===== src/inc/monitor_regs_pkg.sv =====
package monitor_regs_pkg;

  // register addresses
  localparam logic [7:0]  CONTROL_ADDR     = 8'h01;
  localparam logic [7:0]  PREV_RANGE_ADDR  = 8'h10;
  localparam logic [7:0]  ALERT_FLAGS_ADDR = 8'h11;
  localparam logic [7:0]  SETTINGS_ADDR    = 8'h12;
  localparam logic [7:0]  RANGE_ADDR       = 8'h13;

  // reset values
  localparam logic [15:0] CONTROL_RESET    = 16'h2520;
  localparam logic [7:0]  SETTINGS_RESET   = 8'h10;
  localparam logic [3:0]  RANGE_RESET      = 4'h0;

  // control field positions
  localparam int          AUTO_LSB         = 0;
  localparam int          ACC_SRC_LSB      = 2;
  localparam int          AVG_LSB          = 5;
  localparam int          PIN0_MODE_LSB    = 8;
  localparam int          PIN1_MODE_LSB    = 10;
  localparam int          MODE_LSB         = 12;

  // settings bit positions
  localparam int          PIN1_BIT         = 7;
  localparam int          PIN0_BIT         = 6;
  localparam int          ANY_ALERT_BIT    = 5;
  localparam int          POR_BIT          = 4;
  localparam int          TIMEOUT_BIT      = 3;
  localparam int          BYTE_COUNT_BIT   = 2;
  localparam int          FAST_RATE_BIT    = 0;

  // alert flag layout
  localparam logic [15:0] FLAG_MASK        = 16'h3ffc;
  localparam logic [15:0] LIMIT_MASK       = 16'h3ff0;
  localparam int          SUM_FULL_BIT     = 3;
  localparam int          TALLY_FULL_BIT   = 2;

  // field encodings
  localparam logic [1:0]  AUTO_OFF         = 2'h0;
  localparam logic [1:0]  AUTO_CLEAR       = 2'h1;
  localparam logic [1:0]  AUTO_KEEP        = 2'h2;
  localparam logic [1:0]  AUTO_RSVD        = 2'h3;
  localparam logic [1:0]  SRC_RSVD         = 2'h3;
  localparam logic [1:0]  RANGE_RSVD       = 2'h3;
  localparam logic [1:0]  PIN_ALERT        = 2'h0;
  localparam logic [1:0]  PIN_OUTPUT       = 2'h2;
  localparam logic [3:0]  SS_AVG_MODE      = 4'h7;
  localparam logic [1:0]  REFRESH_FULL     = 2'h0;
  localparam logic [1:0]  REFRESH_KEEP     = 2'h1;
  localparam logic [1:0]  REFRESH_GENERAL  = 2'h2;

  // averaging code to sample count, reserved codes fall back to eight
  function automatic logic [7:0] avg_count(input logic [2:0] code);
    case (code)
      3'h0:    avg_count = 8'h04;
      3'h1:    avg_count = 8'h08;
      3'h2:    avg_count = 8'h10;
      3'h3:    avg_count = 8'h20;
      3'h5:    avg_count = 8'h40;
      3'h7:    avg_count = 8'h80;
      default: avg_count = 8'h08;
    endcase
  endfunction : avg_count

endpackage : monitor_regs_pkg


===== src/rtl/level_sync.sv =====
module level_sync #(
  parameter int WIDTH = 1
) (
  input  wire logic             clk,   // sampling clock
  input  wire logic             reset, // synchronous, active high
  input  wire logic [WIDTH-1:0] din,   // asynchronous levels
  output logic      [WIDTH-1:0] dout   // synchronised levels
);

  logic [WIDTH-1:0] stage;

  // two flops, first one read only by the second
  always_ff @(posedge clk) begin
    if (reset) begin
      stage <= '0;
      dout  <= '0;
    end else begin
      stage <= din;
      dout  <= stage;
    end
  end

endmodule : level_sync


===== src/rtl/monitor_refresh_alert_regs.sv =====
module monitor_refresh_alert_regs
  import monitor_regs_pkg::*;
(
  input  wire logic        CLK_SYS,           // system clock, 20 MHz
  input  wire logic        RESET,             // synchronous reset, active high
  input  wire logic [7:0]  REG_ADDR,          // register address from bus front end
  input  wire logic        REG_WR,            // write strobe, one cycle
  input  wire logic [15:0] REG_WDATA,         // write data
  input  wire logic        REG_RD,            // read strobe, one cycle
  output logic      [15:0] REG_RDATA,         // read data, next cycle
  input  wire logic        REFRESH_REQ,       // host refresh command pulse
  input  wire logic [1:0]  REFRESH_KIND,      // full, keep totals, general call
  input  wire logic        CONV_DONE,         // conversion cycle complete pulse
  input  wire logic [15:0] LIMIT_ALERTS,      // limit conditions, bits 13:4
  input  wire logic [15:0] ALERT_ENABLE,      // alert enable bits
  input  wire logic        SUM_OVERFLOW,      // accumulator overflowed
  input  wire logic        SUM_OVER_LIMIT,    // accumulator past fullness threshold
  input  wire logic        TALLY_OVERFLOW,    // sample tally overflowed
  input  wire logic        TALLY_OVER_LIMIT,  // sample tally past fullness threshold
  input  wire logic        ADDR_PIN_ZERO_IN,  // address pin zero level
  output logic             ADDR_PIN_ZERO_OUT, // address pin zero drive value
  output logic             ADDR_PIN_ZERO_OE_N,// low while pulling pin zero low
  input  wire logic        ADDR_PIN_ONE_IN,   // address pin one level
  output logic             ADDR_PIN_ONE_OUT,  // address pin one drive value
  output logic             ADDR_PIN_ONE_OE_N, // low while pulling pin one low
  output logic             REFRESH_PULSE,     // results move to readable domain
  output logic             ACC_CLEAR,         // clear accumulator and tally
  output logic             CONFIG_LOAD,       // pending settings activated
  output logic      [1:0]  ACC_SOURCE,        // active accumulator source select
  output logic      [1:0]  SENSE_RANGE,       // active sense range select
  output logic      [1:0]  BUS_RANGE,         // active bus range select
  output logic      [3:0]  SAMPLE_MODE,       // active sample mode
  output logic             TIMEOUT_EN,        // bus timeout enable
  output logic             BYTE_COUNT_EN,     // block read byte count enable
  output logic             FAST_BUS_RATE,     // fast bus rate enable
  output logic             ANY_ALERT          // any alert flag set
);

  logic [15:0] pending_control;
  logic [15:0] active_control;
  logic [3:0]  pending_range;
  logic [3:0]  active_range;
  logic [3:0]  prev_range;
  logic [15:0] alert_flags;
  logic        read_seen;
  logic [7:0]  tally;
  logic        pin1_data;
  logic        pin0_data;
  logic        por_flag;
  logic        timeout_en;
  logic        byte_count_en;
  logic        fast_rate;
  logic [1:0]  pin_level;
  logic [15:0] next_pending_control;
  logic [15:0] next_active_control;
  logic [3:0]  next_pending_range;
  logic [3:0]  next_active_range;
  logic [3:0]  next_prev_range;
  logic [15:0] next_alert_flags;
  logic        next_read_seen;
  logic [7:0]  next_tally;
  logic        next_pin1_data;
  logic        next_pin0_data;
  logic        next_por_flag;
  logic        next_timeout_en;
  logic        next_byte_count_en;
  logic        next_fast_rate;
  logic [15:0] next_rdata;
  logic        next_refresh;
  logic        next_clear;
  logic        next_load;
  logic        next_pin0_oe_n;
  logic        next_pin1_oe_n;
  logic [15:0] cond;
  logic [15:0] settings_view;
  logic [1:0]  auto_mode;
  logic [1:0]  pin0_mode;
  logic [1:0]  pin1_mode;
  logic        auto_on;
  logic        ss_avg;
  logic        tally_done;
  logic        manual_ok;
  logic        auto_fire;
  logic        wr_control;
  logic        wr_range;
  logic        wr_settings;

  // address pins pass two flops before use
  level_sync #(
    .WIDTH (2)
  ) u_pin_sync (
    .clk   (CLK_SYS),
    .reset (RESET),
    .din   ({ADDR_PIN_ONE_IN, ADDR_PIN_ZERO_IN}),
    .dout  (pin_level)
  );

  // decoded fields and strobes
  assign auto_mode   = pending_control[AUTO_LSB +: 2];
  assign pin0_mode   = active_control[PIN0_MODE_LSB +: 2];
  assign pin1_mode   = active_control[PIN1_MODE_LSB +: 2];
  assign auto_on     = (auto_mode != AUTO_OFF);
  assign ss_avg      = (active_control[MODE_LSB +: 4] == SS_AVG_MODE);
  assign tally_done  = !ss_avg || (tally >= avg_count(active_control[AVG_LSB +: 3]) - 8'h01);
  assign manual_ok   = REFRESH_REQ && !auto_on;
  assign auto_fire   = CONV_DONE && auto_on && tally_done;
  assign wr_control  = REG_WR && (REG_ADDR == CONTROL_ADDR);
  assign wr_range    = REG_WR && (REG_ADDR == RANGE_ADDR);
  assign wr_settings = REG_WR && (REG_ADDR == SETTINGS_ADDR);

  // enabled conditions seen at this completion
  always_comb begin
    cond                 = LIMIT_ALERTS & LIMIT_MASK;
    cond[SUM_FULL_BIT]   = SUM_OVERFLOW || SUM_OVER_LIMIT;
    cond[TALLY_FULL_BIT] = TALLY_OVERFLOW || TALLY_OVER_LIMIT;
    cond                 = cond & ALERT_ENABLE & FLAG_MASK;
  end

  // settings register as read back
  always_comb begin
    settings_view                 = 16'h0000;
    settings_view[PIN1_BIT]       = (pin1_mode == PIN_OUTPUT) ? pin1_data : pin_level[1];
    settings_view[PIN0_BIT]       = (pin0_mode == PIN_OUTPUT) ? pin0_data : pin_level[0];
    settings_view[ANY_ALERT_BIT]  = ANY_ALERT;
    settings_view[POR_BIT]        = por_flag;
    settings_view[TIMEOUT_BIT]    = timeout_en;
    settings_view[BYTE_COUNT_BIT] = byte_count_en;
    settings_view[FAST_RATE_BIT]  = fast_rate;
  end

  // next values for control, range and refresh sequencing
  always_comb begin
    next_pending_control = pending_control;
    next_pending_range   = pending_range;
    next_active_control  = active_control;
    next_active_range    = active_range;
    next_prev_range      = prev_range;
    next_tally           = tally;
    next_refresh         = manual_ok || auto_fire;
    next_clear           = 1'b0;
    next_load            = manual_ok;
    if (wr_control) begin
      next_pending_control = REG_WDATA;
      if (REG_WDATA[ACC_SRC_LSB +: 2] == SRC_RSVD) begin
        next_pending_control[ACC_SRC_LSB +: 2] = pending_control[ACC_SRC_LSB +: 2];
      end
      if (REG_WDATA[AUTO_LSB +: 2] == AUTO_RSVD) begin
        next_pending_control[AUTO_LSB +: 2] = pending_control[AUTO_LSB +: 2];
      end
    end
    if (wr_range) begin
      if (REG_WDATA[3:2] != RANGE_RSVD) begin
        next_pending_range[3:2] = REG_WDATA[3:2];
      end
      if (REG_WDATA[1:0] != RANGE_RSVD) begin
        next_pending_range[1:0] = REG_WDATA[1:0];
      end
    end
    if (CONV_DONE && auto_on) begin
      next_tally = tally_done ? 8'h00 : tally + 8'h01;
    end else if (!auto_on) begin
      next_tally = 8'h00;
    end
    if (manual_ok) begin
      next_clear          = (REFRESH_KIND != REFRESH_KEEP);
      next_active_control = pending_control;
      next_active_range   = pending_range;
    end else if (auto_fire) begin
      next_clear = (auto_mode == AUTO_CLEAR);
    end
    if (manual_ok || auto_fire) begin
      next_prev_range = active_range;
    end
  end

  // next values for alert flags and settings
  always_comb begin
    next_alert_flags   = alert_flags;
    next_read_seen     = read_seen || (REG_RD && (REG_ADDR == ALERT_FLAGS_ADDR));
    next_pin1_data     = pin1_data;
    next_pin0_data     = pin0_data;
    next_por_flag      = por_flag;
    next_timeout_en    = timeout_en;
    next_byte_count_en = byte_count_en;
    next_fast_rate     = fast_rate;
    if (CONV_DONE) begin
      next_alert_flags = (read_seen ? 16'h0000 : alert_flags) | cond;
      next_read_seen   = REG_RD && (REG_ADDR == ALERT_FLAGS_ADDR);
    end
    if (wr_settings) begin
      if (pin1_mode == PIN_OUTPUT) begin
        next_pin1_data = REG_WDATA[PIN1_BIT];
      end
      if (pin0_mode == PIN_OUTPUT) begin
        next_pin0_data = REG_WDATA[PIN0_BIT];
      end
      next_por_flag      = por_flag && REG_WDATA[POR_BIT];
      next_timeout_en    = REG_WDATA[TIMEOUT_BIT];
      next_byte_count_en = REG_WDATA[BYTE_COUNT_BIT];
      next_fast_rate     = REG_WDATA[FAST_RATE_BIT];
    end
    next_pin0_oe_n = !(((pin0_mode == PIN_OUTPUT) && !pin0_data) || ((pin0_mode == PIN_ALERT) && ANY_ALERT));
    next_pin1_oe_n = !(((pin1_mode == PIN_OUTPUT) && !pin1_data) || ((pin1_mode == PIN_ALERT) && ANY_ALERT));
  end

  // read data mux, unmapped addresses answer zero
  always_comb begin
    next_rdata = REG_RDATA;
    if (REG_RD) begin
      if (REG_ADDR == CONTROL_ADDR) begin
        next_rdata = pending_control;
      end else if (REG_ADDR == PREV_RANGE_ADDR) begin
        next_rdata = {12'h000, prev_range};
      end else if (REG_ADDR == ALERT_FLAGS_ADDR) begin
        next_rdata = alert_flags;
      end else if (REG_ADDR == SETTINGS_ADDR) begin
        next_rdata = settings_view;
      end else if (REG_ADDR == RANGE_ADDR) begin
        next_rdata = {12'h000, pending_range};
      end else begin
        next_rdata = 16'h0000;
      end
    end
  end

  // state registers
  always_ff @(posedge CLK_SYS) begin
    if (RESET) begin
      pending_control    <= CONTROL_RESET;
      active_control     <= CONTROL_RESET;
      pending_range      <= RANGE_RESET;
      active_range       <= RANGE_RESET;
      prev_range         <= RANGE_RESET;
      alert_flags        <= 16'h0000;
      read_seen          <= 1'b0;
      tally              <= 8'h00;
      pin1_data          <= SETTINGS_RESET[PIN1_BIT];
      pin0_data          <= SETTINGS_RESET[PIN0_BIT];
      por_flag           <= SETTINGS_RESET[POR_BIT];
      timeout_en         <= SETTINGS_RESET[TIMEOUT_BIT];
      byte_count_en      <= SETTINGS_RESET[BYTE_COUNT_BIT];
      fast_rate          <= SETTINGS_RESET[FAST_RATE_BIT];
      REG_RDATA          <= 16'h0000;
      REFRESH_PULSE      <= 1'b0;
      ACC_CLEAR          <= 1'b0;
      CONFIG_LOAD        <= 1'b0;
      ANY_ALERT          <= 1'b0;
      ADDR_PIN_ZERO_OUT  <= 1'b0;
      ADDR_PIN_ONE_OUT   <= 1'b0;
      ADDR_PIN_ZERO_OE_N <= 1'b1;
      ADDR_PIN_ONE_OE_N  <= 1'b1;
    end else begin
      pending_control    <= next_pending_control;
      active_control     <= next_active_control;
      pending_range      <= next_pending_range;
      active_range       <= next_active_range;
      prev_range         <= next_prev_range;
      alert_flags        <= next_alert_flags;
      read_seen          <= next_read_seen;
      tally              <= next_tally;
      pin1_data          <= next_pin1_data;
      pin0_data          <= next_pin0_data;
      por_flag           <= next_por_flag;
      timeout_en         <= next_timeout_en;
      byte_count_en      <= next_byte_count_en;
      fast_rate          <= next_fast_rate;
      REG_RDATA          <= next_rdata;
      REFRESH_PULSE      <= next_refresh;
      ACC_CLEAR          <= next_clear;
      CONFIG_LOAD        <= next_load;
      ANY_ALERT          <= (next_alert_flags != 16'h0000);
      ADDR_PIN_ZERO_OUT  <= 1'b0;
      ADDR_PIN_ONE_OUT   <= 1'b0;
      ADDR_PIN_ZERO_OE_N <= next_pin0_oe_n;
      ADDR_PIN_ONE_OE_N  <= next_pin1_oe_n;
    end
  end

  // active settings seen by the converter, bus options taken straight from the settings register
  assign ACC_SOURCE    = active_control[ACC_SRC_LSB +: 2];
  assign SAMPLE_MODE   = active_control[MODE_LSB +: 4];
  assign SENSE_RANGE   = active_range[3:2];
  assign BUS_RANGE     = active_range[1:0];
  assign TIMEOUT_EN    = timeout_en;
  assign BYTE_COUNT_EN = byte_count_en;
  assign FAST_BUS_RATE = fast_rate;
endmodule : monitor_refresh_alert_regs


===== config.mk =====
export PLATFORM = sky130hd
export DESIGN_NAME = monitor_refresh_alert_regs
export DESIGN_NICKNAME = d
export VERILOG_FILES = /design/src/inc/monitor_regs_pkg.sv /design/src/rtl/level_sync.sv /design/src/rtl/monitor_refresh_alert_regs.sv
export SDC_FILE = /design/constraint.sdc
export NUM_CORES = 1
export LEC_CHECK = 0
export BUFFER_PORTS_ARGS = -buffer_cell sky130_fd_sc_hd__buf_2
export CAP_MARGIN = 25
export CORE_MARGIN = 3
export CORE_UTILIZATION = 29
export CTS_CLUSTER_DIAMETER = 200
export CTS_CLUSTER_SIZE = 25
export DETAILED_ROUTE_END_ITERATION = 6
export PLACE_DENSITY = 0.51
export SETUP_SLACK_MARGIN = 0.15
export SLEW_MARGIN = 20
export SYNTH_ARGS = -nofsm -noshare
export SYNTH_HDL_FRONTEND = slang
export SYNTH_SLANG_ARGS = --single-unit

===== constraint.sdc =====
create_clock -name CLK_SYS -period 2.6 [get_ports CLK_SYS]
set_input_delay 0.65 -clock CLK_SYS [delete_from_list [all_inputs] [get_ports CLK_SYS]]
set_output_delay 0.65 -clock CLK_SYS [all_outputs]
set_load 0.01 [all_outputs]

Word level (Yosys, flattened, before mapping)
Index checks and enable logic that the tools add are counted.
- flip-flop bits (word level): 101
- output and inout port bits: 37
- word-level logic and storage cells: 104
- add/sub/neg operators: 2
- magnitude comparators: 1
- equality and inequality tests: 19
- mux-type cells: 16
- bitwise gates (word level): 4
- reduce and logical (&&, ||, !) cells: 36
- operators by type and width (cell ; number):
    $mux W16 ; 5
    $pmux W8 S5 ; 1
    $eq A8 B5 Y1 const B ; 4
    $mux W8 ; 4
    $or A16 B14 Y16 ; 1
    $reduce_bool A16 Y1 ; 1
    $and A14 B14 Y14 ; 1
    $logic_and A1 B1 Y1 ; 12
    $reduce_and A2 Y1 ; 6
    $add A8 B1 Y8 const B ; 1
    $eq A2 B2 Y1 const B ; 4
    $eq A8 B1 Y1 const B ; 1
    $ge A8 B8 Y1 ; 1
    $sub A8 B1 Y8 const B ; 1
    $logic_or A1 B1 Y1 ; 7
    $eq A3 B2 Y1 const B ; 2
    $eq A3 B3 Y1 const B ; 2
    $logic_not A1 Y1 ; 6
    $mux W1 ; 5
    $eq A4 B3 Y1 const B ; 1
    $logic_not A2 Y1 ; 2
    $mux W4 ; 1
    $ne A2 B1 Y1 const B ; 2
    $ne A2 B2 Y1 const B ; 2
    other kinds (4) ; 5

Longest topological paths before layout
Gate-level depths: netlist (run 1).
- depth in word-level cells: 8
- gate-level depth with buffers: 8
- gate-level depth less buffers: 7

Cells and area by module
A second synthesis (run 1) with hierarchy kept.
- cells, all modules: 505
- area, all modules: 4236.6 sq um
- by module, submodules not included (module ; times used ; cells each ; area each (sq um)):
    monitor_refresh_alert_regs ; 1 ; 497 ; 4131.5
    level_sync ; 1 ; 8 ; 105.1

Least setup slack after synthesis (run 1)
No wires, ideal clock.
- path type: input -> register
- start point: input REG_ADDR[3]
- end point: register pin1_data
- library setup time: 0.128 ns
- arrival: 1.983 ns
- setup slack: 0.489 ns
- stages on the path: 6
- cells stage by stage: or4_4 -> nor3b_4 -> buf_2 -> nand4_1 -> mux2i_1 -> nor2_1
- cells in the longest elaborated chain, start to end: 3
- ends and longest elaborated chain (what ; line ; text):
    from (decl) ; monitor_refresh_alert_regs.sv:6 ; input wire logic [7:0] REG_ADDR,
    $eq A8 B5 Y1 ; monitor_refresh_alert_regs.sv:109 ; assign wr_settings = REG_WR && (REG_ADDR == SETTINGS_ADDR);
    $logic_and A1 B1 Y1 ; monitor_refresh_alert_regs.sv:109 ;
    $reduce_and A2 Y1 (no source line) ; n/a ;
    to (signal assigned) ; monitor_refresh_alert_regs.sv:237 ; pin1_data <= SETTINGS_RESET[PIN1_BIT];
    to (signal assigned) ; monitor_refresh_alert_regs.sv:261 ; pin1_data <= next_pin1_data;
    to (decl) ; monitor_refresh_alert_regs.sv:47 ; logic pin1_data;
Every way passes these cells.
A chain may end at the register's enable or synchronous reset.

Final worst setup path (run 1)
- start point: register active_control[5]
- end point: register tally[3]
- cells in the longest elaborated chain, start to end: 7
- elaborated cells between the ends (all ways): 11
- ends and longest elaborated chain (what ; line ; text):
    from (decl) ; monitor_refresh_alert_regs.sv:40 ; logic [15:0] active_control;
    from (signal assigned) ; monitor_refresh_alert_regs.sv:254 ; active_control <= next_active_control;
    $eq A3 B3 Y1, or another cell as far along ; monitor_regs_pkg.sv:54 ; case (code)
    $pmux W8 S5 (*) ; monitor_regs_pkg.sv:54 ;
    $sub A8 B1 Y8 (*) ; monitor_refresh_alert_regs.sv:104 ; assign tally_done = !ss_avg || (tally >= avg_count(active_control[AVG_LSB +: 3]) - 8'h01);
    $ge A8 B8 Y1 (*) ; monitor_refresh_alert_regs.sv:104 ;
    $logic_or A1 B1 Y1 (*) ; monitor_refresh_alert_regs.sv:104 ;
    $mux W8 (*) ; monitor_refresh_alert_regs.sv:160 ; next_tally = tally_done ? 8'h00 : tally + 8'h01;
    $mux W8 (*) ; monitor_refresh_alert_regs.sv:159 ; if (CONV_DONE && auto_on) begin
    to (signal assigned) ; monitor_refresh_alert_regs.sv:260 ; tally <= next_tally;
    to (decl) ; monitor_refresh_alert_regs.sv:46 ; logic [7:0] tally;
Every way passes the cells marked *; elsewhere a longest branch is shown, timed or not.

==> results of run 1 <==
[path summary, 6_finish.rpt]
| check | start | to | slack (ns) | depth (start not counted) |
|---|---|---|---|---|
| hold reg to reg | u_pin_sync.stage[0] | u_pin_sync.dout[0] | 0.45 | 1 |
| hold / removal | u_pin_sync.stage[0] | u_pin_sync.dout[0] | 0.45 | 1 |
| setup / recovery | active_control[5] | tally[3] | 0.47 | 8 |
| setup reg to reg | active_control[5] | tally[3] | 0.47 | 8 |
[kinds of logic after synthesis]
kind of cell / Yosys count / synth area share (%)
fa+ha+maj: 7 / 2.07
compound gates: 96 / 17.0
other cells: 2 / 0.177
simple gates: 224 / 24.2
xor+xnor: 1 / 0.207
buf+inv: 43 / 4.87
mux: 19 / 5.19
flops: 98 / 46.3
[state kept, by name (all words and copies together), names as in the netlist, 2 cells and up]
signal,flops
prev_range,4
alert_flags,16
u_pin_sync.dout,2
active_control,13
tally,8
u_pin_sync.stage,2
pending_range,4
REG_RDATA,16
pending_control,16
active_range,4
[layer usage]
layer	up-vias	wire, microns
met3	11	663
met4	0	115
met2	75	5530
li1	1862	-
met5	-	0
met1	1677	5170
[power by group through the flow]
stage | Sequential [uW] | Combinational (uW) | Clock [uW]
4_1_cts | 1560 | 238 | 1500
3_3_place_gp | 1590 | 234 | 0
6_report | 1560 | 234 | 1460
3_5_place_dp | 1590 | 238 | 0
2_1_floorplan | 1590 | 123 | 0
5_1_grt | 1560 | 260 | 1570
[stage by stage]
step / std cells / cell area (sq um) / hold WS, ns / total power, uW
CTS: 755 / 5190 / 0.454 / 3290
global placement: 739 / 4860 / 0.432 / 1820
finish: 755 / 5190 / 0.448 / 3250
floorplan: 491 / 4240 / 0.414 / 1710
detailed placement: 739 / 4860 / 0.438 / 1830
global route: 755 / 5190 / 0.467 / 3390
[layout make-up]
type	instances	area, sq um
clock buffer	12	256
clock inverter	4	73.8
fill	1468	8910
inverter	4	15.0
multi-input combinational	350	2070
sequential	98	1960
tap	180	225
timing repair buffer	107	581
[critical path: stages (launching register included)]
cell      delay [ns]
dfxtp_1         0.35
nor3_1          0.21
ha_1            0.26
a211oi_1        0.30
o21ai_1         0.14
a211oi_1        0.31
buf_4           0.24
nand3_1         0.09
a31oi_1         0.16
[cell usage after synthesis, drive strengths merged (5+ instances only)]
library cell / number
nor3: 7
dfxtp: 98
a22o: 5
a32oi: 9
nor2: 61
nand2: 95
buf: 18
clkbuf: 21
a211oi: 11
nor2b: 13
nand4: 5
mux2i: 13
ha: 7
a31oi: 5
o21ai: 9
and2: 7
a22oi: 8
nand3: 21
a311oi: 8
a21oi: 30
==> run metrics, run 1 <==
outcome complete, no violations; Setup TNS Final 0 ns; arrival time worst endpoint 2.40 ns; leakage 0.00210 uW; max_cap viols 0; pre-CTS WS 0.167 ns; Core Util, Final 36.8%; clock skew 0.00832 ns; clk slew on worst S/H paths 0.07 ns; Slew headroom 52.1%; core area 14100 sq um; num rows 43; Synth area leader dfxtp_1; GR Util met3 4.97%; vias in the first global route 3613; count of cell types in the netlist 50; Net Sw Frac 22.2%; PnR worst setup slack 0.468 ns; initial antenna violation count 0; worst slew pin tran 0.716 ns; Die ar. 16100 sq um; worst-path fanout max 11; post-DP HPWL 8730 microns; number of inserted diodes 0; Period minus WS final 2.13 ns; DRT iter0 DRCs 175; TritonCTS Buffers 9; top cell type's share of synthesized area 46.3%; layout cells sized above 1 24.3%; clk root buf clkbuf_16; initial core utilization 30.1%; Primary FF master, synth dfxtp_1; RePlAce Congestion 0.855; Post-synth EDFFs 0; drt wl/cell 15.2 microns; synth top area cells dfxtp_1, nand2_1, nor2_1; Internal 2530 uW; Final ANT Viol Nets 0; GRT Util Overall 14.5%; Max VDD drop 0.384 mV; via count 3625; Die H 127 microns; final hold vios 0; WL final 11500 microns; CP Launch Type register; GRT Max-Usage Layer met2; post-synthesis instance total 490; nets 647; Net Switching 720 uW; grt total ovfl 0; Worst Hold Class reg2reg; Required @ worst endpoint 2.87 ns; Async S/R FF share, synth 0%; Max Clock Freq 469 MHz; Synth Warn # 0; area grow syn2layout 22.4%; die width 127 microns; final worst-path cycle share 82.0%; Comb pwr share 7.2%; H-tree levels 3; most common cell after layout, fill and taps aside dfxtp_1; CTS tree done; WS Path Type reg2reg; hold buffers post-CTS 0; post-CTS setup buffer count 0; syn_area_per_cell 8.65 sq um; total power per unit cell area 626 nW/um^2; pin count of the biggest net entering global routing 39; vias per std cell 4.80; first-pass GRT wire length 18600 microns; sequential area share after synthesis 46.3%; Critical Path Sink Type register; commonest non-fill, non-tap cells in the layout dfxtp_1, nand2_1, buf_2; Worst-Skew Late Latency 0.35 ns; Max Root-Sink Buffers 2; Boundary Pins 107; PortBufs 94; Setup violations, final 0; sequential fraction of design power 47.9%; CTS resizes 0; Netlist Area Pre-Place 4240 sq um; Clk pwr share 44.9%; RSZ-0062 raised after global routing false; Yosys reg bits 98; GR Util met1 18.1%; DR pass1 iterations 4; met2 Use GR 24.2%; clk sinks 98; Max Slew Vio Count 0; DRC Markers 0
Note: power is estimated with default switching activity, not from simulation.
==> run 2, diff against run 1 <==
==> constraint.sdc (replaced) <==
create_clock -name CLK_SYS -period 2.22 [get_ports CLK_SYS]
set_input_delay 0.555 -clock CLK_SYS [delete_from_list [all_inputs] [get_ports CLK_SYS]]
set_output_delay 0.555 -clock CLK_SYS [all_outputs]
set_load 0.01 [all_outputs]
==> run metrics, run 2 (synthesized netlist as in run 1, its figures left out) <==
Worst R2R Setup Slack 0.28 ns (-0.19 ns); via count 3688 (+1.7%); commonest non-fill, non-tap cells in the layout dfxtp_1, nand2_1, buf_2; DRC Markers 0 (unchanged); first-pass GRT wire length 19000 microns (+2.2%); DR pass1 iterations 4 (unchanged); die width 127 microns (unchanged); worst slew pin tran 0.662 ns (-0.0540 ns); worst-path fanout max 6 (-5); Final ANT Viol Nets 0 (unchanged); Critical Path Sink Type register; Max Clock Freq 516 MHz (+10%); clock skew 0.00614 ns (-0.00218 ns); final worst-path cycle share 87.2% (+5.3 points); most common cell after layout, fill and taps aside dfxtp_1; clk slew on worst S/H paths 0.06 ns (about the same); total power per unit cell area 723 nW/um^2 (+15%); initial antenna violation count 0 (unchanged); Die ar. 16100 sq um (unchanged); final hold vios 0 (unchanged); outcome complete, no violations; top flop regs REG_RDATA: 16 flops, alert_flags: 16 flops, pending_control: 16 flops; vias in the first global route 3586 (-0.75%); nets 658 (+1.7%); WS Path Type reg2reg; clk root buf clkbuf_16; num rows 43 (unchanged); Required @ worst endpoint 2.49 ns (-0.38 ns); core area 14100 sq um (unchanged); Setup violations, final 0 (unchanged); fin cells 765 (+1.3%); grt total ovfl 0 (unchanged); Worst Hold Class in2reg; PortBufs 94 (unchanged); clk sinks 98 (unchanged); DRT iter0 DRCs 211 (+21%); Max Root-Sink Buffers 2 (unchanged); WL final 11800 microns (+2.8%); initial core utilization 30.1% (unchanged); max_cap viols 0 (unchanged); vias per std cell 4.82 (+0.41%); Die H 127 microns (unchanged); hold buffers post-CTS 0 (unchanged); CTS tree done; TritonCTS Buffers 9 (unchanged); CP Launch Type register; number of inserted diodes 0 (unchanged); pin count of the biggest net entering global routing 34 (-13%); RSZ-0062 raised after global routing true; Max Slew Vio Count 0 (unchanged); arrival time worst endpoint 2.21 ns (-0.19 ns); WHS 0.416 ns (-0.0319 ns); Worst-Skew Late Latency 0.34 ns (about the same); layout cells sized above 1 26.5% (+2.1 points); RePlAce Congestion 0.815 (-4.6%); post-DP HPWL 9020 microns (+3.3%); H-tree levels 3 (unchanged); area grow syn2layout 25.8%; placed cell count 748 (+1.2%); GRT Util Overall 14.8% (+0.23 points); Period minus WS final 1.94 ns (-0.195 ns); drt wl/cell 15.4 microns (+1.5%); Max VDD drop 0.472 mV (+23%); Slew headroom 55.8% (+3.7 points); Boundary Pins 107 (unchanged); leakage 0.00217 uW (+3.4%)
## run 2: area by class of cell
class / count / area, sq um
fill: 1478 / 8760
multi-input combinational: 350 / 2090
sequential: 98 / 1970
timing repair buffer: 118 / 701
clock buffer: 10 / 229
tap: 180 / 225
clock inverter: 5 / 104
inverter: 4 / 15.0
## run 2: what timing repair did
action                     in CTS  in global routing
setup endpoints to repair       0                 11
resized for setup               0                 10
buffers inserted                0                  1
## run 2: path summary, 6_finish.rpt
kind                  startpoint                   to  cells after the start
min              ADDR_PIN_ONE_IN  u_pin_sync.stage[1]                      2
max reg2reg    active_control[7]             tally[6]                      8
max            active_control[7]             tally[6]                      8
min reg2reg  u_pin_sync.stage[0]   u_pin_sync.dout[0]                      1
## run 2: worst max-delay path, stage by stage (launching register included)
cell and delay [ns]:
dfxtp_4 0.37, nor3_2 0.18, ha_1 0.26, a211oi_2 0.22
o21ai_1 0.12, a211oi_2 0.29, buf_4 0.19, nand3_1 0.08
a31oi_1 0.16
## run 2: where the power goes
group | total (uW) | internal [uW] | switching [uW]
sequential | 1820 | 1800 | 25.4
clock | 1750 | 1100 | 657
combinational | 283 | 123 | 161
## run 2: through the flow
stage	area (sq um)	TNS (ns)	setup WS, ns	utilization, %	total power, uW
finish	5330	0	0.283	37.8	3860
global route	5330	0	0.137	37.8	4020
CTS	5300	0	0.187	37.6	3910
detailed placement	4960	-0.383	-0.0670	35.2	2150
global placement	4960	-0.291	-0.0475	35.2	2140
floorplan	4240	0	0.204	-	2010
## run 2: per-layer routing
metal  vias up  GRT usage, %  wire length (microns)
li1       1878             -                      -
met1      1709          18.7                   5250
met2        94          24.4                   5730
met3         7          5.22                    743
met4         0          3.03                     75
met5         -             0                      0
